<file path="src/design/tecc_cfg.svh">
`ifndef TECC_CFG_SVH
`define TECC_CFG_SVH
// ****************************************************************
// register byte offsets
// ****************************************************************
`define TECC_OFF_CTR1_CTRL 8'h00
`define TECC_OFF_CTR1_PRELOAD 8'h04
`define TECC_OFF_CTR1_COUNT 8'h08
`define TECC_OFF_CTR2_CTRL 8'h0C
`define TECC_OFF_CTR2_PRELOAD 8'h10
`define TECC_OFF_CTR2_COUNT 8'h14
`define TECC_OFF_IRQ_STATUS 8'h18
`define TECC_OFF_IRQ_MASK 8'h1C
// ****************************************************************
// reset values and masks
// ****************************************************************
`define TECC_CTR1_CTRL_RST 8'h08
`define TECC_CTR2_CTRL_RST 8'h00
`define TECC_CTR2_CTRL_WMASK 8'hD7
`define TECC_CNT_FULL 8'hFF
`define TECC_PSC_RST 7'h00
// ****************************************************************
// axi responses and counter indices
// ****************************************************************
`define TECC_RESP_OKAY 2'b00
`define TECC_RESP_SLVERR 2'b10
`define TECC_CTR1 0
`define TECC_CTR2 1
`define TECC_NUM_CTR 2
`endif

</file>
<file path="src/design/tecc_pkg.sv">
package tecc_pkg;
  // counter operating mode codes
  typedef enum logic [1:0]
  {
    TECC_MODE_PPG = 2'b00,
    TECC_MODE_EVENT = 2'b01,
    TECC_MODE_TIMER = 2'b10,
    TECC_MODE_PULSE = 2'b11
  } tecc_mode_t;

  // control register layout, shared by both counters
  typedef struct packed
  {
    logic [1:0] mode;
    logic spare;
    logic run;
    logic edge_sel;
    logic [2:0] divide;
  } tecc_ctrl_t;

  // whole module state
  typedef struct packed
  {
    tecc_ctrl_t ctr1_ctrl;
    tecc_ctrl_t ctr2_ctrl;
    logic [1:0][7:0] preload;
    logic [1:0][7:0] count;
    logic [6:0] psc;
    logic ev_s1;
    logic ev_s2;
    logic ev_d;
    logic pulse_active;
    logic [1:0] sts;
    logic [1:0] msk;
    logic irq;
    logic [1:0] ovf_pulse;
    logic awready;
    logic wready;
    logic aw_held;
    logic w_held;
    logic [7:0] waddr;
    logic [7:0] wdata;
    logic wstrb0;
    logic bvalid;
    logic [1:0] bresp;
    logic arready;
    logic rvalid;
    logic [31:0] rdata;
    logic [1:0] rresp;
  } tecc_state_t;
endpackage

</file>
<file path="src/design/tecc_timer_event_counter_ctrl.sv">
// Functional notes
// event mode counts rising/falling per edge bit
// pulse mode edge 0: falling starts, rising stops
// internal clock is prescaler clock over 2^divide
// counter two mode 00 PPG, 10 timer
// counter two modes 01 and 11 idle
// counter two control bits 5, 3 read zero
// counter two run bit stops or allows counting
// PPG mode ignores writes to run bit
// timer mode increments per internal clock fall
// overflow raises interrupt, reloads preload, continues
// stopped counter holds value, no overflow
//
// The implementer's own choices: the AXI4-Lite slave port and the address map.
`timescale 1ns/1ps
`include "tecc_cfg.svh"

module tecc_timer_event_counter_ctrl
(
  input wire logic clk_sys_i,
  input wire logic rst_i,
  input wire logic ctr1_event_i,
  input wire logic [7:0] s_axi_awaddr_i,
  input wire logic s_axi_awvalid_i,
  output logic s_axi_awready_o,
  input wire logic [31:0] s_axi_wdata_i,
  input wire logic [3:0] s_axi_wstrb_i,
  input wire logic s_axi_wvalid_i,
  output logic s_axi_wready_o,
  output logic [1:0] s_axi_bresp_o,
  output logic s_axi_bvalid_o,
  input wire logic s_axi_bready_i,
  input wire logic [7:0] s_axi_araddr_i,
  input wire logic s_axi_arvalid_i,
  output logic s_axi_arready_o,
  output logic [31:0] s_axi_rdata_o,
  output logic [1:0] s_axi_rresp_o,
  output logic s_axi_rvalid_o,
  input wire logic s_axi_rready_i,
  output logic irq_o,
  output logic ctr1_overflow_o,
  output logic ctr2_overflow_o,
  output tecc_pkg::tecc_mode_t ctr2_operating_mode_o
);
  import tecc_pkg::*;

  tecc_state_t st_reg;
  tecc_state_t st_next;
  logic [`TECC_NUM_CTR-1:0] tick;
  logic [`TECC_NUM_CTR-1:0][2:0] div_sel;

  // ****************************************************************
  // prescaler taps
  // ****************************************************************
  assign div_sel[`TECC_CTR1] = st_reg.ctr1_ctrl.divide;
  assign div_sel[`TECC_CTR2] = st_reg.ctr2_ctrl.divide;

  // one enable pulse per fall of each counter's internal clock;
  // the low divide bits all at one means the tap falls next edge
  genvar gi;
  generate
    for (gi = 0; gi < `TECC_NUM_CTR; gi++)
    begin : g_tick
      logic [7:0] span;
      logic [6:0] low_mask;
      assign span = 8'(8'h01 << div_sel[gi]);
      assign low_mask = 7'(span - 8'h01);
      assign tick[gi] = &(st_reg.psc | ~low_mask);
    end
  endgenerate

  // ****************************************************************
  // next state
  // ****************************************************************
  // reads and writes, counting and overflow in one pass
  always_comb
  begin
    logic rise;
    logic fall;
    logic start_edge;
    logic stop_edge;
    logic [1:0] adv;
    logic [1:0] ovf;
    logic do_write;
    logic wr_ok;
    logic [7:0] rd_val;
    logic rd_ok;
    rise = 1'b0;
    fall = 1'b0;
    start_edge = 1'b0;
    stop_edge = 1'b0;
    adv = 2'b00;
    ovf = 2'b00;
    do_write = 1'b0;
    wr_ok = 1'b0;
    rd_val = 8'h00;
    rd_ok = 1'b0;
    st_next = st_reg;

    // free-running prescaler fed by the system clock
    st_next.psc = 7'(st_reg.psc + 7'h01);

    // event pin: two flops, then a third for edge detection
    st_next.ev_s1 = ctr1_event_i;
    st_next.ev_s2 = st_reg.ev_s1;
    st_next.ev_d = st_reg.ev_s2;
    rise = st_reg.ev_s2 & ~st_reg.ev_d;
    fall = ~st_reg.ev_s2 & st_reg.ev_d;

    // counter one advance condition per mode
    unique case (st_reg.ctr1_ctrl.mode)
      TECC_MODE_EVENT:
      begin
        // edge bit picks the counted edge; no prescaler here
        adv[`TECC_CTR1] = st_reg.ctr1_ctrl.run &
          (st_reg.ctr1_ctrl.edge_sel ? fall : rise);
      end
      TECC_MODE_TIMER:
      begin
        adv[`TECC_CTR1] = st_reg.ctr1_ctrl.run & tick[`TECC_CTR1];
      end
      TECC_MODE_PULSE:
      begin
        // edge bit 0 measures the low phase; 1 measures the high one
        start_edge = st_reg.ctr1_ctrl.edge_sel ? rise : fall;
        stop_edge = st_reg.ctr1_ctrl.edge_sel ? fall : rise;
        if (!st_reg.ctr1_ctrl.run || stop_edge)
        begin
          st_next.pulse_active = 1'b0;
        end
        else if (start_edge)
        begin
          st_next.pulse_active = 1'b1;
        end
        adv[`TECC_CTR1] = st_reg.ctr1_ctrl.run & st_reg.pulse_active &
          ~stop_edge & tick[`TECC_CTR1];
      end
      TECC_MODE_PPG:
      begin
        // no mode for counter one at this code
        adv[`TECC_CTR1] = 1'b0;
      end
    endcase
    if (st_reg.ctr1_ctrl.mode != TECC_MODE_PULSE)
    begin
      st_next.pulse_active = 1'b0;
    end

    // counter two: timer or PPG timebase, other codes idle
    unique case (st_reg.ctr2_ctrl.mode)
      TECC_MODE_PPG, TECC_MODE_TIMER:
      begin
        adv[`TECC_CTR2] = st_reg.ctr2_ctrl.run & tick[`TECC_CTR2];
      end
      TECC_MODE_EVENT, TECC_MODE_PULSE:
      begin
        adv[`TECC_CTR2] = 1'b0;
      end
    endcase

    // count, reload on overflow; a stopped counter holds
    for (int i = 0; i < `TECC_NUM_CTR; i++)
    begin
      if (adv[i])
      begin
        if (st_reg.count[i] == `TECC_CNT_FULL)
        begin
          st_next.count[i] = st_reg.preload[i];
          ovf[i] = 1'b1;
        end
        else
        begin
          st_next.count[i] = 8'(st_reg.count[i] + 8'h01);
        end
      end
    end
    st_next.ovf_pulse = ovf;

    // ****************************************************************
    // axi write channel
    // ****************************************************************
    // address and data are caught in either order
    if (s_axi_awvalid_i && st_reg.awready)
    begin
      st_next.aw_held = 1'b1;
      st_next.waddr = s_axi_awaddr_i;
    end
    if (s_axi_wvalid_i && st_reg.wready)
    begin
      st_next.w_held = 1'b1;
      st_next.wdata = s_axi_wdata_i[7:0];
      st_next.wstrb0 = s_axi_wstrb_i[0];
    end
    if (st_reg.bvalid && s_axi_bready_i)
    begin
      st_next.bvalid = 1'b0;
    end

    // both halves held: commit and answer
    do_write = st_reg.aw_held & st_reg.w_held & ~st_reg.bvalid;
    st_next.sts = st_reg.sts | ovf;
    if (do_write)
    begin
      st_next.aw_held = 1'b0;
      st_next.w_held = 1'b0;
      st_next.bvalid = 1'b1;
      wr_ok = 1'b1;
      unique case (st_reg.waddr)
        `TECC_OFF_CTR1_CTRL:
        begin
          if (st_reg.wstrb0)
          begin
            st_next.ctr1_ctrl = st_reg.wdata;
          end
        end
        `TECC_OFF_CTR1_PRELOAD:
        begin
          if (st_reg.wstrb0)
          begin
            st_next.preload[`TECC_CTR1] = st_reg.wdata;
          end
        end
        `TECC_OFF_CTR2_CTRL:
        begin
          if (st_reg.wstrb0)
          begin
            // bits 5 and 3 are not stored
            st_next.ctr2_ctrl = st_reg.wdata &
              `TECC_CTR2_CTRL_WMASK;
            // in PPG mode the run bit keeps its value
            if (st_reg.ctr2_ctrl.mode == TECC_MODE_PPG)
            begin
              st_next.ctr2_ctrl.run = st_reg.ctr2_ctrl.run;
            end
          end
        end
        `TECC_OFF_CTR2_PRELOAD:
        begin
          if (st_reg.wstrb0)
          begin
            st_next.preload[`TECC_CTR2] = st_reg.wdata;
          end
        end
        `TECC_OFF_IRQ_STATUS:
        begin
          // write one to clear; a same-cycle overflow wins
          if (st_reg.wstrb0)
          begin
            st_next.sts = (st_reg.sts & ~st_reg.wdata[1:0]) | ovf;
          end
        end
        `TECC_OFF_IRQ_MASK:
        begin
          if (st_reg.wstrb0)
          begin
            st_next.msk = st_reg.wdata[1:0];
          end
        end
        `TECC_OFF_CTR1_COUNT, `TECC_OFF_CTR2_COUNT:
        begin
          // counts are read-only; the write is ignored
          wr_ok = 1'b1;
        end
        default:
        begin
          wr_ok = 1'b0;
        end
      endcase
      st_next.bresp = wr_ok ? `TECC_RESP_OKAY : `TECC_RESP_SLVERR;
    end
    // ready drops while a half waits, so one write at a time
    st_next.awready = ~st_next.aw_held & ~st_next.bvalid;
    st_next.wready = ~st_next.w_held & ~st_next.bvalid;

    // ****************************************************************
    // axi read channel
    // ****************************************************************
    if (st_reg.rvalid && s_axi_rready_i)
    begin
      st_next.rvalid = 1'b0;
    end
    if (s_axi_arvalid_i && st_reg.arready)
    begin
      rd_ok = 1'b1;
      unique case (s_axi_araddr_i)
        `TECC_OFF_CTR1_CTRL: rd_val = st_reg.ctr1_ctrl;
        `TECC_OFF_CTR1_PRELOAD: rd_val = st_reg.preload[`TECC_CTR1];
        `TECC_OFF_CTR1_COUNT: rd_val = st_reg.count[`TECC_CTR1];
        `TECC_OFF_CTR2_CTRL:
        begin
          rd_val = st_reg.ctr2_ctrl & `TECC_CTR2_CTRL_WMASK;
        end
        `TECC_OFF_CTR2_PRELOAD: rd_val = st_reg.preload[`TECC_CTR2];
        `TECC_OFF_CTR2_COUNT: rd_val = st_reg.count[`TECC_CTR2];
        `TECC_OFF_IRQ_STATUS: rd_val = {6'h00, st_reg.sts};
        `TECC_OFF_IRQ_MASK: rd_val = {6'h00, st_reg.msk};
        default:
        begin
          rd_ok = 1'b0;
        end
      endcase
      st_next.rvalid = 1'b1;
      st_next.rdata = {24'h00_0000, rd_val};
      st_next.rresp = rd_ok ? `TECC_RESP_OKAY : `TECC_RESP_SLVERR;
    end
    st_next.arready = ~st_next.rvalid;

    // level interrupt from masked sticky bits
    st_next.irq = |(st_next.sts & st_next.msk);
  end

  // ****************************************************************
  // state register
  // ****************************************************************
  // synchronous reset; all outputs come from here
  always_ff @(posedge clk_sys_i)
  begin
    if (rst_i)
    begin
      st_reg <= '0;
      st_reg.ctr1_ctrl <= `TECC_CTR1_CTRL_RST;
      st_reg.ctr2_ctrl <= `TECC_CTR2_CTRL_RST;
      st_reg.psc <= `TECC_PSC_RST;
    end
    else
    begin
      st_reg <= st_next;
    end
  end

  // ****************************************************************
  // outputs
  // ****************************************************************
  assign s_axi_awready_o = st_reg.awready;
  assign s_axi_wready_o = st_reg.wready;
  assign s_axi_bresp_o = st_reg.bresp;
  assign s_axi_bvalid_o = st_reg.bvalid;
  assign s_axi_arready_o = st_reg.arready;
  assign s_axi_rdata_o = st_reg.rdata;
  assign s_axi_rresp_o = st_reg.rresp;
  assign s_axi_rvalid_o = st_reg.rvalid;
  assign irq_o = st_reg.irq;
  assign ctr1_overflow_o = st_reg.ovf_pulse[`TECC_CTR1];
  assign ctr2_overflow_o = st_reg.ovf_pulse[`TECC_CTR2];
  // timebase mode for the PPG module outside
  assign ctr2_operating_mode_o = tecc_mode_t'(st_reg.ctr2_ctrl.mode);

endmodule // tecc_timer_event_counter_ctrl

</file>
<file path="config.mk">
export PLATFORM = sky130hd
export DESIGN_NAME = tecc_timer_event_counter_ctrl
export DESIGN_NICKNAME = d
export VERILOG_FILES = /design/src/design/tecc_pkg.sv /design/src/design/tecc_timer_event_counter_ctrl.sv
export VERILOG_INCLUDE_DIRS = /design/src /design/src/design
export SDC_FILE = /design/constraint.sdc
export NUM_CORES = 1
export LEC_CHECK = 0
export ABC_AREA = 0
export BUFFER_PORTS_ARGS = -buffer_cell sky130_fd_sc_hd__buf_2
export CORE_AREA = 2 2 114 116
export CTS_CLUSTER_SIZE = 30
export DETAILED_ROUTE_END_ITERATION = 6
export DIE_AREA = 0 0 116 118
export PLACE_DENSITY = 0.65
export SYNTH_ARGS = -nofsm -noshare
export SYNTH_HDL_FRONTEND = slang
export SYNTH_SLANG_ARGS = --single-unit
</file>
<file path="constraint.sdc">
create_clock -name clk_sys_i -period 2.7 [get_ports clk_sys_i]
set_clock_uncertainty 0.2 [all_clocks]
set_input_delay 0.405 -clock clk_sys_i [delete_from_list [all_inputs] [get_ports clk_sys_i]]
set_output_delay 0.405 -clock clk_sys_i [all_outputs]
set_load 0.05 [all_outputs]
</file>
Yosys cells after proc, flatten, opt, wreduce, memory -nomap -nowiden:

Index checks and enable logic that the tools add are counted.

* equality and inequality tests: 23
* bitwise operators: 30
* shift operators: 2
* reductions and logical operators: 26
* $add $sub $neg: 5
* multiplexer cells: 31

Operator list (number)
* $eq A8 B5 Y1 const B: 8
* $pmux W8 S8: 1
* $mux W35: 1
* $eq A8 B4 Y1 const B: 4
* $add A8 B1 Y8 const B: 2
* $eq A8 B3 Y1 const B: 2
* $eq A8 B8 Y1 const B: 2
* $logic_not A8 Y1: 2
* $mux W1: 16
* $mux W8: 2
* $reduce_or A8 Y1: 2
* $mux W2: 7
* $not A7 Y7: 2
* $or A7 B7 Y7: 2
* $reduce_and A7 Y1: 2
* $shl A1 B3 Y7 const A: 2
* $sub A7 B1 Y7 const B: 2
* $and A1 B1 Y1: 12
* $reduce_and A3 Y1: 4
* $not A1 Y1: 9
* $eq A2 B2 Y1 const B: 4
* $reduce_or A2 Y1: 4
* $add A7 B1 Y7 const B: 1
* $logic_and A1 B1 Y1: 5
* 15 further kinds: 19

* input bits: 60
* word-level logic and storage cells: 151
* bits in registers: 100

Depth between registers and ports, before layout:

* depth after elaboration: 14
* depth in mapped cells: 11

Worst setup path after synthesis:

Ideal clock, no wire load.

* kind: reg2reg
* start point: reg st_reg (netlist bit div_sel[1])
* end point: reg st_reg[81] in the netlist's numbering
* arrival: 2.016 ns
* setup time: 0.117 ns
* slack: 0.367 ns
* path buffers: 2
* stages on the path, launching flop included: 10
* period minus slack after synthesis: 2.333 ns
* cell sequence: dfxtp_1 buf_6 or3_4 ha_1 nor3_1 o21ai_0 a21o_1 a31o_2 buf_6 a32o_1

* word-level cells in the longest chain between the ends: 7

Ends and longest elaborated chain
* start, declared: line tecc_timer_event_counter_ctrl.sv:47 `tecc_state_t st_reg;`
* start signal, assigned: line tecc_timer_event_counter_ctrl.sv:327 `st_reg <= st_next;`
* $shl A1 B3 Y7 (*): line tecc_timer_event_counter_ctrl.sv:66 `assign span = 8'(8'h01 << div_sel[gi]);`
* $sub A7 B1 Y7 (*): line tecc_timer_event_counter_ctrl.sv:67 `assign low_mask = 7'(span - 8'h01);`
* $not A7 Y7 (*): line tecc_timer_event_counter_ctrl.sv:68 `assign tick[gi] = &(st_reg.psc | ~low_mask);`
* $or A7 B7 Y7 (*): line tecc_timer_event_counter_ctrl.sv:68
* $reduce_and A7 Y1 (*): line tecc_timer_event_counter_ctrl.sv:68
* $and A1 B1 Y1, on equally long branches: line tecc_timer_event_counter_ctrl.sv:135, tecc_timer_event_counter_ctrl.sv:120
* $pmux W1 S4 (*): line tecc_timer_event_counter_ctrl.sv:111 `unique case (st_reg.ctr1_ctrl.mode)`

Mark *: on every way between the ends. The rest lies on a longest branch, timed or not.
A chain may end at the register's enable or synchronous reset.

Final worst setup path:

* start point: reg st_reg (netlist bit div_sel[2])
* end point: reg st_reg[85] in the netlist's numbering

Same word-level chain as after synthesis.

==> out/results.tsv <==
stage	metric	value	unit
outcome	status	finished, final reports clean	
sta	final max-slew violation count	0	
routing	antenna-violating nets left	0	
power_and_ir_drop	combinational power share	0.081	
power_and_ir_drop	Cell Pwr Density	583	mW/mm^2
placed_design	dpl hpwl	8.43	mm
cts	Post-CTS Setup Inserts	0	
sta	final hold vios	0	
cts	CTS resizes	0	
layout	multi-input logic area	0.00254	mm^2
layout	register area	0.00196	mm^2
critical_path	R2R setup slack	0.18	ns
cts	CTS Buf Count	9	
routing	iteration count of the initial detailed-routing pass	4	
synth	EDFF count, synth	0	
die	Initial Util	0.391	
sta	post-route clock period utilization	0.934	
power_and_ir_drop	Net Sw Frac	0.257	
run	max_cap viols	0	
sta	Setup TNS Final	0	ns
critical_path	Crit. End Element	register	
critical_path	Setup crit start	div_sel[2]	
critical_path	Worst Path Max Fanout	16	
die	num rows	41	
global_route	initial antenna violation count	0	
routing	Via-to-Cell Ratio	5.21	
synth	Post-Syn Instances	567	
placed_design	dpl cell area	0.00509	mm^2
global_route	first-pass GRT wire length	19.6	mm
power_and_ir_drop	worst vdd rail ir drop	391	uV
routing	Post-Route WL	11.9	mm
cts	clock latency at the later pin of the worst-skew pair	0.34	ns
global_route	grt total ovfl	0	
sta	RSZ-0062 raised after global routing	no	
critical_path	WP data arrival	2.58	ns
synth	ys flop type	dfxtp_1	
power_and_ir_drop	LEAKAGE	2.16	nW
critical_path	worst endpoint required time	2.76	ns
layout	ant diodes	0	
die	I/O Pins	106	
synth	#FFs+latches synth	98	
sta	maximum clock frequency	0.397	GHz
synth	Yosys cell types	64	
cts	hold_buf cts	0	
placed_design	Placer Congestion	0.875	
die	Die Y	118	um
cts	clock slew at reported path FFs	0.07	ns
sta	min Tclk post-route	2.52	ns
routing	vias after detailed routing	4051	
routing	WL/cell	15.4	um
routing	initial DRC count	294	
synth	synthesized area per cell	8.57	um^2
cts	Root Buffer	clkbuf_16	
cts	Max Root-Sink Buffers	2	
cts	total clock sinks	98	
critical_path	CP Class	reg2reg	
critical_path	r2r worst-path depth	8	
synth	register area share after synthesis	0.404	
synth	Post-Syn Area	0.00486	mm^2
sta	Setup-failing EPs final	0	
synth	FFs w/ async S/R, synth	0	
layout	cell area after layout	0.00543	mm^2
power_and_ir_drop	Int Power	2.35	mW
global_route	number of global-route vias before repair	3872	
power_and_ir_drop	P_sw	811	uW
synth	total number of yosys warnings	0	
die	die width	116	um
placed_design	IO buf count	52	
global_route	largest net degree at the start of global routing	33	
routing	DRC	0	
layout	Fillers	1277	
min_path	worst hold path class	in2reg	
power_and_ir_drop	clock power share	0.443	
die	Die ar.	0.0137	mm^2
critical_path	Startpoint Class	register	
critical_path	Worst R2R End	st_reg[85]	
critical_path	Critical Path Sink	st_reg[85]	
layout	Largest register FFs	70	
die	Core ar.	0.0124	mm^2
layout	fin nets	665	
sta	max_slew headroom	0.598	
cts	H-tree Lvls	3	
cts	CTS tree	yes	
layout	Syn-to-layout area delta	11.7	%
global_route	total global-route track usage	0.181	
critical_path	worst r2r src	div_sel[2]	
sta	Slew @ Worst Pin	0.601	ns
power_and_ir_drop	sequential fraction of design power	0.476	
layout	share of cells above drive strength 1	0.160	
==> metrics by stage <==
step           cells  setup slack [ns]  hold WS [ns]  utilization  power (mW)
2_1_floorplan    592             0.367         0.214            -        1.76
3_5_place_dp     762            0.0980         0.233        0.410        1.79
6_report         778             0.179        0.0892        0.437        3.16
5_1_grt          778            0.0113        0.0897        0.437        3.26
3_3_place_gp     762             0.137         0.234        0.410        1.79
4_1_cts          778            0.0886        0.0881        0.436        3.17
==> power by group through the flow <==
stage               registers [mW]  clock network (mW)  logic (mW)
floorplan                     1.54                   0       0.215
global placement              1.54                   0       0.253
detailed placement            1.54                   0       0.256
CTS                           1.50                1.41       0.257
global route                  1.51                1.48       0.278
finish                        1.50                1.40       0.257
==> synth_stat cells (4+ instances only) <==
| cell type | count | area, um^2 |
|---|---|---|
| mux2i_1 | 42 | 420 |
| nand2_1 | 69 | 259 |
| a21boi_0 | 4 | 30.0 |
| nor3_1 | 12 | 60.1 |
| clkbuf_1 | 16 | 60.1 |
| xor2_1 | 4 | 35.0 |
| o21ai_0 | 15 | 75.1 |
| and3_1 | 8 | 50.1 |
| buf_4 | 38 | 285 |
| inv_1 | 13 | 48.8 |
| a22oi_1 | 7 | 52.6 |
| ha_1 | 4 | 50.1 |
| a21oi_1 | 52 | 260 |
| buf_2 | 6 | 30.0 |
| nand3b_1 | 4 | 30.0 |
| nor2b_1 | 7 | 43.8 |
| nand3_1 | 22 | 110 |
| dfxtp_1 | 98 | 1960 |
| nor2_1 | 62 | 233 |
| a211oi_1 | 6 | 45.0 |
| nor4_1 | 7 | 43.8 |
==> cell families (layout without fill, tap and decap cells) <==
logic type / Yosys count / in the layout / share of synthesized area
other cells: 1 / 26 / 0.000772
fa+ha+maj: 4 / 4 / 0.0103
flops: 98 / 98 / 0.404
compound gates: 113 / 113 / 0.147
buf+inv: 78 / 92 / 0.0958
mux: 47 / 47 / 0.105
xor+xnor: 5 / 5 / 0.00901
simple gates: 221 / 221 / 0.229
==> worst min-delay path by stage <==
| stage | to | depth (start not counted) | start |
|---|---|---|---|
| 4_1_cts | st_reg[53] | 3 | s_axi_awaddr_i[5] |
| 3_3_place_gp | st_next[68] | 1 | st_next[69] |
| 3_5_place_dp | st_next[68] | 1 | st_next[69] |
| 2_1_floorplan | st_next[68] | 1 | st_next[69] |
| 5_1_grt | st_next[69] | 2 | ctr1_event_i |
| 6_report | st_next[69] | 2 | ctr1_event_i |
==> critical path, cell delays in order, from the launching register on <==
cell and delay, ns:
dfxtp_1 0.40, or3_4 0.37, ha_1 0.26, and2_1 0.17
o21ai_0 0.16, a21o_1 0.17, a31o_4 0.27, nand4_1 0.14
a221oi_2 0.28
==> placed cells by master (no fill, tap or decap), types with 9 or more instances in the layout <==
| cell | n |
|---|---|
| inv_1 | 13 |
| o21ai_0 | 15 |
| nand3_1 | 22 |
| dfxtp_1 | 98 |
| clkbuf_16 | 9 |
| buf_2 | 52 |
| conb_1 | 26 |
| nor2_1 | 62 |
| mux2i_1 | 42 |
| nand2_1 | 69 |
| nor3_1 | 12 |
| buf_4 | 11 |
| a21oi_1 | 52 |
==> layer usage <==
| layer | track usage | up-vias | wire length (um) |
|---|---|---|---|
| li1 | - | 2005 | - |
| met3 | 0.0273 | 18 | 379 |
| met1 | 0.245 | 1922 | 5530 |
| met2 | 0.287 | 106 | 5760 |
| met5 | 0 | - | 0 |
| met4 | 0.0751 | 0 | 283 |
==> cell type report <==
type,count,share of cell area
sequential,98,0.361
clock buffer,10,0.0422
tap,172,0.0396
clock inverter,6,0.0168
multi-input combinational,416,0.468
timing repair buffer,63,0.0631
inverter,13,0.00899
(Power assumes the default switching activity.)
